===== src/acos_pkg.sv =====
// constants shared by the analog current output scaler and its divider
// assumes one 100 MHz clock and a word-addressed plain register port
package acos_pkg;

	// channel layout: one slot, rows 1 to 8, in sub-modules of two
	localparam int NUM_CH     = 8;
	localparam int CH_W       = 3;
	localparam int NUM_SRC    = 8;
	localparam int SEL_W      = 3;
	localparam int VAL_W      = 16;
	localparam int DIV_W      = 32;

	// per-unit values are signed, one count is 0.001 pu
	localparam logic signed [16:0] MIN_SPAN_PU = 17'sh00064; // 0.1 pu

	// output command in microamps, signed
	localparam logic signed [15:0] BIP_MIN_UA  = 16'shFC18; // -1 mA
	localparam logic signed [15:0] BIP_MAX_UA  = 16'sh03E8; // +1 mA
	localparam logic signed [15:0] LOOP_MIN_UA = 16'sh0FA0; // 4 mA
	localparam logic signed [15:0] LOOP_MAX_UA = 16'sh4E20; // 20 mA
	localparam logic signed [15:0] UNI_MIN_UA  = 16'sh0000; // 0 mA
	localparam logic signed [15:0] UNI_MAX_UA  = 16'sh03E8; // 1 mA

	// output range codes
	typedef enum logic [1:0] {
		ACOS_RNG_BIP  = 2'b00,
		ACOS_RNG_LOOP = 2'b01,
		ACOS_RNG_UNI  = 2'b10,
		ACOS_RNG_RSV  = 2'b11
	} acos_range_t;

	// register map, word addresses
	localparam int         ADDR_W      = 6;
	localparam logic [1:0] OFS_LOWER   = 2'h0;
	localparam logic [1:0] OFS_UPPER   = 2'h1;
	localparam logic [1:0] OFS_CTRL    = 2'h2;
	localparam logic [1:0] OFS_STATUS  = 2'h3;
	localparam logic [5:0] ADDR_FITTED = 6'h20;
	localparam logic [5:0] ADDR_SLOT   = 6'h21;

	// control word fields
	localparam int CTRL_RANGE_LSB = 0;
	localparam int CTRL_SEL_LSB   = 4;
	localparam int CTRL_EN_BIT    = 8;

	// status word fields
	localparam int STAT_INH_BIT   = 16;
	localparam int STAT_FIT_BIT   = 17;
	localparam int STAT_ROW_LSB   = 24;
	localparam int FIT_DONE_BIT   = 8;

	// reset values of a channel entry
	localparam logic signed [15:0] RST_LOWER = 16'sh0000; // 0 pu
	localparam logic signed [15:0] RST_UPPER = 16'sh03E8; // 1 pu
	localparam acos_range_t        RST_RANGE = ACOS_RNG_LOOP;

	// cycles the strap synchroniser needs before it is trusted
	localparam logic [1:0] INIT_WAIT = 2'h3;

	// sequencer states
	typedef enum logic [1:0] {
		ACOS_ST_INIT = 2'b00,
		ACOS_ST_LOAD = 2'b01,
		ACOS_ST_DIV  = 2'b10
	} acos_state_t;

endpackage


===== src/acos_scaler.sv =====
// analog current output scaler: per-channel limit check and rescale
// assumes drive quantities come from logic on clk; fitted straps are pins
//
// The address map and the address-and-strobe port were left to the implementer.
`timescale 1ns/1ps
module acos_scaler
	import acos_pkg::*;
#(
	parameter logic [7:0] SLOT_LETTER = 8'h48 // ascii slot name
)
(
	// clock and reset
	input  wire logic                     clk,
	input  wire logic                     reset,
	// fitted-channel straps from the module options, asynchronous
	input  wire logic [NUM_CH-1:0]        fittedStrap,
	// internal analog quantities, signed per-unit, 0.001 pu per count
	input  wire logic [NUM_SRC*VAL_W-1:0] driveQuant,
	// register port
	input  wire logic [ADDR_W-1:0]        regAddr,
	input  wire logic [31:0]              regWrData,
	input  wire logic                     regWrite,
	input  wire logic                     regRead,
	output logic [31:0]                   regRdData,
	// output stage commands, signed microamps per channel
	output logic [NUM_CH*VAL_W-1:0]       currentCmd,
	output logic [NUM_CH-1:0]             channelInhibit,
	output logic                          initDone
);

	// channel configuration
	logic signed [VAL_W-1:0] lowerLimitPu_q [NUM_CH];
	logic signed [VAL_W-1:0] upperLimitPu_q [NUM_CH];
	acos_range_t             chanRange_q    [NUM_CH];
	logic [SEL_W-1:0]        driveSel_q     [NUM_CH];
	logic [NUM_CH-1:0]       chanEn_q;
	// channel results
	logic signed [VAL_W-1:0] outCmd_q       [NUM_CH];
	logic [NUM_CH-1:0]       inhibit_q;
	// fitted straps and sequencer
	logic [NUM_CH-1:0]       strapMeta_q;
	logic [NUM_CH-1:0]       strapSync_q;
	logic [NUM_CH-1:0]       fitted_q;
	logic [1:0]              initCnt_q;
	acos_state_t             state_q;
	logic [CH_W-1:0]         ch_q;
	logic [31:0]             rdData_q;

	////////////////////////////////////////////////////////////////////////
	// quantity unpacking and per-channel command packing
	logic signed [VAL_W-1:0] quant [NUM_SRC];
	genvar gi;
	for (gi = 0; gi < NUM_SRC; gi++) begin : g_quant
		assign quant[gi] = driveQuant[gi*VAL_W +: VAL_W];
	end
	for (gi = 0; gi < NUM_CH; gi++) begin : g_out
		assign currentCmd[gi*VAL_W +: VAL_W] = outCmd_q[gi];
	end

	////////////////////////////////////////////////////////////////////////
	// operands of the channel under evaluation
	logic signed [VAL_W-1:0] curX;
	logic signed [VAL_W-1:0] curLo;
	logic signed [VAL_W-1:0] curHi;
	logic signed [16:0]      limDiff;
	logic signed [16:0]      xOffset;
	logic                    limInvalid;
	logic                    holdMin;
	logic                    belowLo;
	logic                    aboveHi;
	assign curX    = quant[driveSel_q[ch_q]];
	assign curLo   = lowerLimitPu_q[ch_q];
	assign curHi   = upperLimitPu_q[ch_q];
	assign limDiff = {curHi[VAL_W-1], curHi} - {curLo[VAL_W-1], curLo};
	assign xOffset = {curX[VAL_W-1], curX} - {curLo[VAL_W-1], curLo};
	// the span check is signed so crossed limits count as invalid too
	assign limInvalid = limDiff < MIN_SPAN_PU;
	assign holdMin    = limInvalid || !chanEn_q[ch_q];
	// per-unit against per-unit, no base conversion here
	assign belowLo = curX < curLo;
	assign aboveHi = curX > curHi;

	////////////////////////////////////////////////////////////////////////
	// range decode; the reserved code behaves as 0 to 1 mA
	logic signed [VAL_W-1:0] rngMin;
	logic signed [VAL_W-1:0] rngMax;
	logic [VAL_W-1:0]        rngSpan;
	assign rngMin = (chanRange_q[ch_q] == ACOS_RNG_BIP)  ? BIP_MIN_UA :
	                (chanRange_q[ch_q] == ACOS_RNG_LOOP) ? LOOP_MIN_UA :
	                                                       UNI_MIN_UA;
	assign rngMax = (chanRange_q[ch_q] == ACOS_RNG_BIP)  ? BIP_MAX_UA :
	                (chanRange_q[ch_q] == ACOS_RNG_LOOP) ? LOOP_MAX_UA :
	                                                       UNI_MAX_UA;
	assign rngSpan = rngMax - rngMin;

	////////////////////////////////////////////////////////////////////////
	// gain term: span * (x - lower) / (upper - lower), by long division
	logic [DIV_W-1:0] numer;
	logic             divStart;
	logic             divBusy;
	logic             divDone;
	logic [DIV_W-1:0] divQuot;
	logic             inLinear;
	logic signed [VAL_W-1:0] linearCmd;
	logic signed [VAL_W-1:0] directCmd;
	// in the linear region both factors are non-negative and fit 16 bits
	assign numer = {16'h0000, rngSpan} * {16'h0000, xOffset[15:0]};
	assign inLinear  = !holdMin && !belowLo && !aboveHi;
	assign divStart  = (state_q == ACOS_ST_LOAD) && inLinear;
	assign linearCmd = rngMin + $signed(divQuot[VAL_W-1:0]);
	// clamped or held results need no division
	assign directCmd = holdMin ? rngMin :
	                   belowLo ? rngMin :
	                             rngMax;

	acos_divider u_div (
		.clk      (clk),
		.reset    (reset),
		.start    (divStart),
		.dividend (numer),
		.divisor  (limDiff[15:0]),
		.busy     (divBusy),
		.done     (divDone),
		.quotient (divQuot)
	);

	////////////////////////////////////////////////////////////////////////
	// fitted straps pass two flops before anything reads them
	always_ff @(posedge clk) begin
		if (reset) begin
			strapMeta_q <= 8'h00;
			strapSync_q <= 8'h00;
		end else begin
			strapMeta_q <= fittedStrap;
			strapSync_q <= strapMeta_q;
		end
	end

	////////////////////////////////////////////////////////////////////////
	// sequencer: init wait, then round-robin over the channels
	logic initEnd;
	logic storeNow;
	logic signed [VAL_W-1:0] storeVal;
	assign initEnd  = (state_q == ACOS_ST_INIT) && (initCnt_q == INIT_WAIT);
	assign storeNow = ((state_q == ACOS_ST_LOAD) && !inLinear) ||
	                  ((state_q == ACOS_ST_DIV) && divDone);
	assign storeVal = (state_q == ACOS_ST_DIV) ? linearCmd : directCmd;

	always_ff @(posedge clk) begin
		if (reset) begin
			state_q   <= ACOS_ST_INIT;
			initCnt_q <= 2'h0;
			ch_q      <= 3'h0;
		end else begin
			case (state_q)
				ACOS_ST_INIT: begin
					initCnt_q <= initCnt_q + 2'h1;
					if (initEnd) begin
						state_q <= ACOS_ST_LOAD;
					end
				end
				ACOS_ST_LOAD: begin
					if (inLinear) begin
						state_q <= ACOS_ST_DIV;
					end else begin
						ch_q <= ch_q + 3'h1;
					end
				end
				ACOS_ST_DIV: begin
					if (divDone) begin
						state_q <= ACOS_ST_LOAD;
						ch_q    <= ch_q + 3'h1;
					end
				end
				default: begin
					state_q <= ACOS_ST_INIT;
				end
			endcase
		end
	end

	////////////////////////////////////////////////////////////////////////
	// results: safe minimum from reset until the first evaluation
	always_ff @(posedge clk) begin
		if (reset) begin
			for (int i = 0; i < NUM_CH; i++) begin
				outCmd_q[i] <= LOOP_MIN_UA;
			end
			inhibit_q <= 8'h00;
		end else if (storeNow) begin
			outCmd_q[ch_q]  <= storeVal;
			inhibit_q[ch_q] <= limInvalid;
		end
	end

	////////////////////////////////////////////////////////////////////////
	// register write decode; writes are ignored until init is over
	logic            wrOk;
	logic            wrInCh;
	logic [CH_W-1:0] wrCh;
	logic [1:0]      wrOfs;
	assign wrOk   = regWrite && (state_q != ACOS_ST_INIT);
	assign wrInCh = !regAddr[5];
	assign wrCh   = regAddr[4:2];
	assign wrOfs  = regAddr[1:0];

	// configuration; defaults stand from reset, enables follow the straps
	always_ff @(posedge clk) begin
		if (reset) begin
			for (int i = 0; i < NUM_CH; i++) begin
				lowerLimitPu_q[i] <= RST_LOWER;
				upperLimitPu_q[i] <= RST_UPPER;
				chanRange_q[i]    <= RST_RANGE;
				driveSel_q[i]     <= SEL_W'(i);
			end
			chanEn_q <= 8'h00;
			fitted_q <= 8'h00;
		end else if (initEnd) begin
			fitted_q <= strapSync_q;
			chanEn_q <= strapSync_q;
		end else if (wrOk && wrInCh) begin
			case (wrOfs)
				OFS_LOWER: begin
					lowerLimitPu_q[wrCh] <= regWrData[15:0];
				end
				OFS_UPPER: begin
					upperLimitPu_q[wrCh] <= regWrData[15:0];
				end
				OFS_CTRL: begin
					chanRange_q[wrCh] <= acos_range_t'(
						regWrData[CTRL_RANGE_LSB +: 2]);
					driveSel_q[wrCh]  <= regWrData[CTRL_SEL_LSB +: SEL_W];
					// an absent channel cannot be switched on
					chanEn_q[wrCh] <= regWrData[CTRL_EN_BIT] & fitted_q[wrCh];
				end
				default: begin
				end
			endcase
		end
	end

	////////////////////////////////////////////////////////////////////////
	// read decode; unmapped addresses read zero
	logic [CH_W-1:0] rdCh;
	logic [3:0]      rdRow;
	logic [31:0]     rdCtrl;
	logic [31:0]     rdStat;
	logic [31:0]     rdMux;
	assign rdCh   = regAddr[4:2];
	assign rdRow  = {1'b0, rdCh} + 4'h1;
	assign rdCtrl = {23'h000000, chanEn_q[rdCh], 1'b0, driveSel_q[rdCh],
	                 2'b00, chanRange_q[rdCh]};
	assign rdStat = {4'h0, rdRow, 6'h00, fitted_q[rdCh], inhibit_q[rdCh],
	                 outCmd_q[rdCh]};
	assign rdMux  = (regAddr == ADDR_FITTED) ?
	                    {23'h000000, (state_q != ACOS_ST_INIT), fitted_q} :
	                (regAddr == ADDR_SLOT) ? {24'h000000, SLOT_LETTER} :
	                regAddr[5] ? 32'h00000000 :
	                (regAddr[1:0] == OFS_LOWER) ?
	                    {{16{lowerLimitPu_q[rdCh][15]}}, lowerLimitPu_q[rdCh]} :
	                (regAddr[1:0] == OFS_UPPER) ?
	                    {{16{upperLimitPu_q[rdCh][15]}}, upperLimitPu_q[rdCh]} :
	                (regAddr[1:0] == OFS_CTRL) ? rdCtrl : rdStat;

	// read data stand for the one cycle after the strobe only
	always_ff @(posedge clk) begin
		if (reset) begin
			rdData_q <= 32'h00000000;
		end else if (regRead) begin
			rdData_q <= rdMux;
		end else begin
			rdData_q <= 32'h00000000;
		end
	end

	////////////////////////////////////////////////////////////////////////
	// outputs
	assign regRdData      = rdData_q;
	assign channelInhibit = inhibit_q;
	assign initDone       = (state_q != ACOS_ST_INIT);

endmodule


===== src/acos_divider.sv =====
// unsigned restoring divider, one quotient bit per clock
// assumes start only while idle; divisor must be non-zero
`timescale 1ns/1ps
module acos_divider
	import acos_pkg::*;
(
	// clock and reset
	input  wire logic             clk,
	input  wire logic             reset,
	// request
	input  wire logic             start,
	input  wire logic [DIV_W-1:0] dividend,
	input  wire logic [15:0]      divisor,
	// answer
	output logic                  busy,
	output logic                  done,
	output logic [DIV_W-1:0]      quotient
);

	logic [15:0]      rem_q;
	logic [15:0]      div_q;
	logic [DIV_W-1:0] quo_q;
	logic [4:0]       cnt_q;
	logic             busy_q;
	logic             done_q;
	logic [16:0]      remShift;
	logic [16:0]      remSub;
	logic             fits;

	////////////////////////////////////////////////////////////////////////
	// one restoring step: shift in the next dividend bit, try subtract
	assign remShift = {rem_q, quo_q[DIV_W-1]};
	assign remSub   = remShift - {1'b0, div_q};
	assign fits     = remShift >= {1'b0, div_q};

	////////////////////////////////////////////////////////////////////////
	// iteration registers; done is a pulse with the final quotient
	always_ff @(posedge clk) begin
		if (reset) begin
			rem_q  <= 16'h0000;
			div_q  <= 16'h0000;
			quo_q  <= 32'h00000000;
			cnt_q  <= 5'h00;
			busy_q <= 1'b0;
			done_q <= 1'b0;
		end else begin
			done_q <= 1'b0;
			if (start && !busy_q) begin
				rem_q  <= 16'h0000;
				div_q  <= divisor;
				quo_q  <= dividend;
				cnt_q  <= 5'h00;
				busy_q <= 1'b1;
			end else if (busy_q) begin
				rem_q  <= fits ? remSub[15:0] : remShift[15:0];
				quo_q  <= {quo_q[DIV_W-2:0], fits};
				cnt_q  <= cnt_q + 5'h01;
				if (cnt_q == 5'h1F) begin
					busy_q <= 1'b0;
					done_q <= 1'b1;
				end
			end
		end
	end

	assign busy     = busy_q;
	assign done     = done_q;
	assign quotient = quo_q;

endmodule


===== config.mk =====
export PLATFORM = sky130hd
export DESIGN_NAME = acos_scaler
export DESIGN_NICKNAME = d
export VERILOG_FILES = /design/src/acos_pkg.sv /design/src/acos_scaler.sv /design/src/acos_divider.sv
export SDC_FILE = /design/constraint.sdc
export NUM_CORES = 2
export LEC_CHECK = 0
export ABC_AREA = 0
export BUFFER_PORTS_ARGS = -buffer_cell sky130_fd_sc_hd__buf_2
export CORE_MARGIN = 10
export CORE_UTILIZATION = 30
export CTS_BUF_LIST = sky130_fd_sc_hd__clkbuf_8
export DETAILED_ROUTE_END_ITERATION = 10
export GPL_ROUTABILITY_DRIVEN = 0
export GPL_TIMING_DRIVEN = 0
export PLACE_DENSITY_LB_ADDON = 0.25
export SETUP_SLACK_MARGIN = 0.15
export SLEW_MARGIN = 25
export SYNTH_ARGS = -nofsm -noshare
export SYNTH_HDL_FRONTEND = slang
export SYNTH_SLANG_ARGS = --single-unit

===== constraint.sdc =====
create_clock -name clk -period 11.2 [get_ports clk]
set_clock_uncertainty 0.1 [all_clocks]
set_input_delay 0.56 -clock clk [delete_from_list [all_inputs] [get_ports clk]]
set_output_delay 0.56 -clock clk [all_outputs]
set_load 0.02 [all_outputs]

==> results by group <==
Outcome
  • Outcome: complete, no violations

Routing
  • Detailed Route WL: roughly 160000 um
  • Initial DRT Pass Iterations: 6
  • Met3 routed WL: 15200 um
  • Via count: 32300
  • Routed Antenna Nets: 0
  • Drt wl/cell: between 20 and 30 um
  • # DRC: 0
  • Vias/cell: between 5 and 6
  • DR top layer: met5
  • Met1 WL: between 60000 and 70000 um
  • Metal2 WL: around 72000 um
  • DRT iter0 DRCs: between 3000 and 4000

Critical path
  • Worst setup EP type: register
  • Critical Setup Path Class: register to register
  • Crit path depth: 39
  • Critical-path top delay cell: mux4_2
  • Most frequent CP cell: fa_1
  • WP buf/inv: 6
  • Critical Path Max Stage Delay: roughly 600 ps
  • Worst-case reg-to-reg path depth: 39
  • CP Launch Type: register
  • Family with the most delay on the worst path: adder cells
  • Worst setup path end: u_div.quotient[27]
  • Critical R2R Capture: u_div.quotient[27]
  • CP Max Fanout: 10
  • Flop-to-flop setup slack: approximately 850 ps
  • Arrival @ worst endpoint: around 11000 ps
  • Worst Path Required: ~12000 ps

Logic synthesis
  • Netlist cell types: 87
  • Ys async rst share: 0%
  • Mapped Area: about 0.037 mm2
  • Post-Syn Instances: between 3000 and 4000
  • EDFF count, synth: approximately 420
  • Synth Area per Inst: approximately 10 um2
  • #FFs+latches synth: around 570
  • Post-synthesis sequential area ratio: about two fifths
  • Ys flop type: edfxtp_1
  • Ys Warns: 0

STA
  • Sum of negative setup slack: 0 ps
  • RSZ-0062 raised after global routing: false
  • Hold Slack: ~100 ps
  • Max-slew violation count: 0
  • Final Critical Period: 10350 ps
  • Worst-margin pin slew: roughly 1300 ps
  • Worst slew margin: 16.1%
  • Period utilisation layout: 92.5%
  • F_max: 0.0966 GHz
  • Final hold violations: 0
  • Setup violations, final: 0

Min path
  • Hold Path Class: primary input to register

Global routing
  • Gr ovfl total: 0
  • First-pass GRT wire length: between 200000 and 250000 um
  • Largest net degree at the start of global routing: 17
  • Global-route usage over all layers: between 20% and 30%
  • Vias in the first global route: around 32000
  • Initial antenna violation count: 8

Clocking
  • H-tree depth: 3
  • CTS tree: done
  • Root Buffer: clkbuf_8
  • TritonCTS Buffers: 92
  • CTS sink count: ~570
  • Worst skew pair latency: 720 ps
  • Reg clk slew, reported paths: ~70 ps
  • CTS Buffer Depth: 3

Place
  • Post-placement cell area: around 0.042 mm2
  • Detailed placer's ending HPWL: about 120000 um
  • # port buffers: between 300 and 400

Floorplanning
  • Std cell rows: 129
  • Die width: between 300 and 400 um
  • Die Y: roughly 370 um
  • Starting Density: 30.2%
  • Core area: ~0.12 mm2
  • Ports: between 300 and 400
  • DIE AREA: between 0.1 and 0.15 mm2

Finish
  • Final core occ: 35.6%
  • Fillers: approximately 13000
  • Share of cells above drive strength 1: about 17%
  • Final net count: 4638
  • Finished Cell Area: 0.0440 mm2
  • Area growth syn-to-layout: 17.8%

Job
  • Max-cap violation count: 0
## final cells by class
type	instances	area, um2	area share (%)
multi-input cells	2561	20100	45.7
flip-flops and latches	568	15600	35.5
repair buffers	362	2140	4.87
well taps	1637	2050	4.65
clock buffers	104	1430	3.25
plain buffers	249	1100	2.50
inverters	290	1090	2.47
clock inverters	67	469	1.07
diodes	3	7.51	0.0171
## cells by family after synthesis
family	synth area share (%)
DFF	41.8
and+or+nand+nor	17.0
adders and majority gates	14.4
AOI/OAI and AO/OA	12.7
buffers and inverters	5.70
other	0.0201
muxes	6.59
xor gates and xnor gates	1.76
## cells in the mapped netlist, drive strengths merged, types with 15 or more instances
cell / instances / area share [%]
edfxtp: 424 / 34
nand2: 348 / 3.5
inv: 288 / 2.9
nor2: 275 / 2.8
and2: 215 / 3.6
clkbuf: 191 / 1.9
ha: 180 / 6.0
fa: 156 / 8.4
a22oi: 152 / 3.1
dfxtp: 144 / 7.7
o21ai: 133 / 1.8
a21oi: 116 / 1.6
nand3: 89 / 1.3
nor3: 82 / 1.1
mux4: 78 / 4.7
or3: 74 / 1.2
buf: 59 / 0.86
mux2i: 57 / 1.5
nand4: 49 / 0.86
xnor2: 47 / 1.1
a21o: 38 / 0.76
o211ai: 36 / 0.72
nor2b: 34 / 0.57
a211oi: 31 / 0.64
xor2: 28 / 0.66
a221oi: 27 / 0.65
a22o: 27 / 0.63
nand2b: 27 / 0.45
a31oi: 26 / 0.44
and3: 24 / 0.40
o22ai: 19 / 0.32
or2: 18 / 0.30
a311oi: 15 / 0.35
## worst min path at each step
stage                    from               endpoint  cells after the start
2_1_floorplan  strapMeta_q[0]         strapSync_q[0]                      1
3_3_place_gp     initCnt_q[1]           initCnt_q[1]                      2
3_5_place_dp   strapMeta_q[6]         strapSync_q[6]                      1
4_1_cts          regWrData[3]   upperLimitPu_q[3][3]                      2
5_1_grt          regWrData[7]   upperLimitPu_q[1][7]                      2
6_report        regWrData[15]  upperLimitPu_q[0][15]                      2
## stage by stage
step / worst slack (ps) / cells
final: 845 / 5841
after global routing: 130 / 5840
after CTS: 158 / 5834
after detailed placement: -998 / 5656
after global placement: -1550 / 5634
after floorplan: 1620 / 3669
## state kept, by name, indices dropped and copies added, names as in the netlist, named ones only
signal / cells
u_div.rem_q: 16
channelInhibit: 8
chanEn_q: 8
outCmd_q: 128
lowerLimitPu_q: 128
initCnt_q: 2
u_div.div_q: 16
strapSync_q: 8
regRdData: 23
upperLimitPu_q: 128
state_q: 2
u_div.busy: 1
fitted_q: 8
u_div.done: 1
driveSel_q: 24
strapMeta_q: 8
chanRange_q: 16
u_div.cnt_q: 5
u_div.quotient: 32
ch_q: 3
## metal layers
metal	up-vias	global-route usage, %
li1	14000	-
met1	16000	28.2
met2	1873	35.2
met3	438	4.54
met4	6	10.9
met5	-	0
## repair_timing
item / 4_1_cts / 5_1_grt
pin swaps: 0 / 1
endpoints found under the hold margin: 8 / 0
hold buffers: 8 / 0
setup buffers: 0 / 2
setup endpoints to repair: 14 / 9
resized for setup: 15 / 33
## placed cells by master (no fill, tap or decap), types with 18 or more instances in the layout
cell	n
nand3_1	83
a31oi_1	25
conb_1	32
o21ai_0	109
nor2_1	271
mux4_2	78
a22o_1	27
nor2b_1	34
fa_1	156
a21oi_1	111
nand4_1	48
o211ai_1	36
clkbuf_8	104
buf_2	355
nand2_1	348
or2_2	18
xor2_1	25
clkbuf_1	156
and2_1	211
clkbuf_2	35
nand2b_1	27
inv_1	320
o22ai_1	18
a211oi_1	27
mux2i_1	52
a21o_1	38
dfxtp_1	144
nor3_1	78
ha_1	180
xnor2_1	44
a22oi_1	152
and3_1	24
edfxtp_1	424
a221oi_1	26
or3_1	74
## worst register-to-register path: cells and delay by family (launching register included)
family	cells	cell delay, ps
buffers and inverters	6	630
adders and majority gates	8	3570
and+or+nand+nor	9	1460
xor gates and xnor gates	2	590
DFF	1	350
AOI/OAI and AO/OA	11	2170
muxes	3	1370
Power is left out: the tool's default activity adds up to more than one toggle a clock period on the data nets, which glitch-free logic cannot reach.
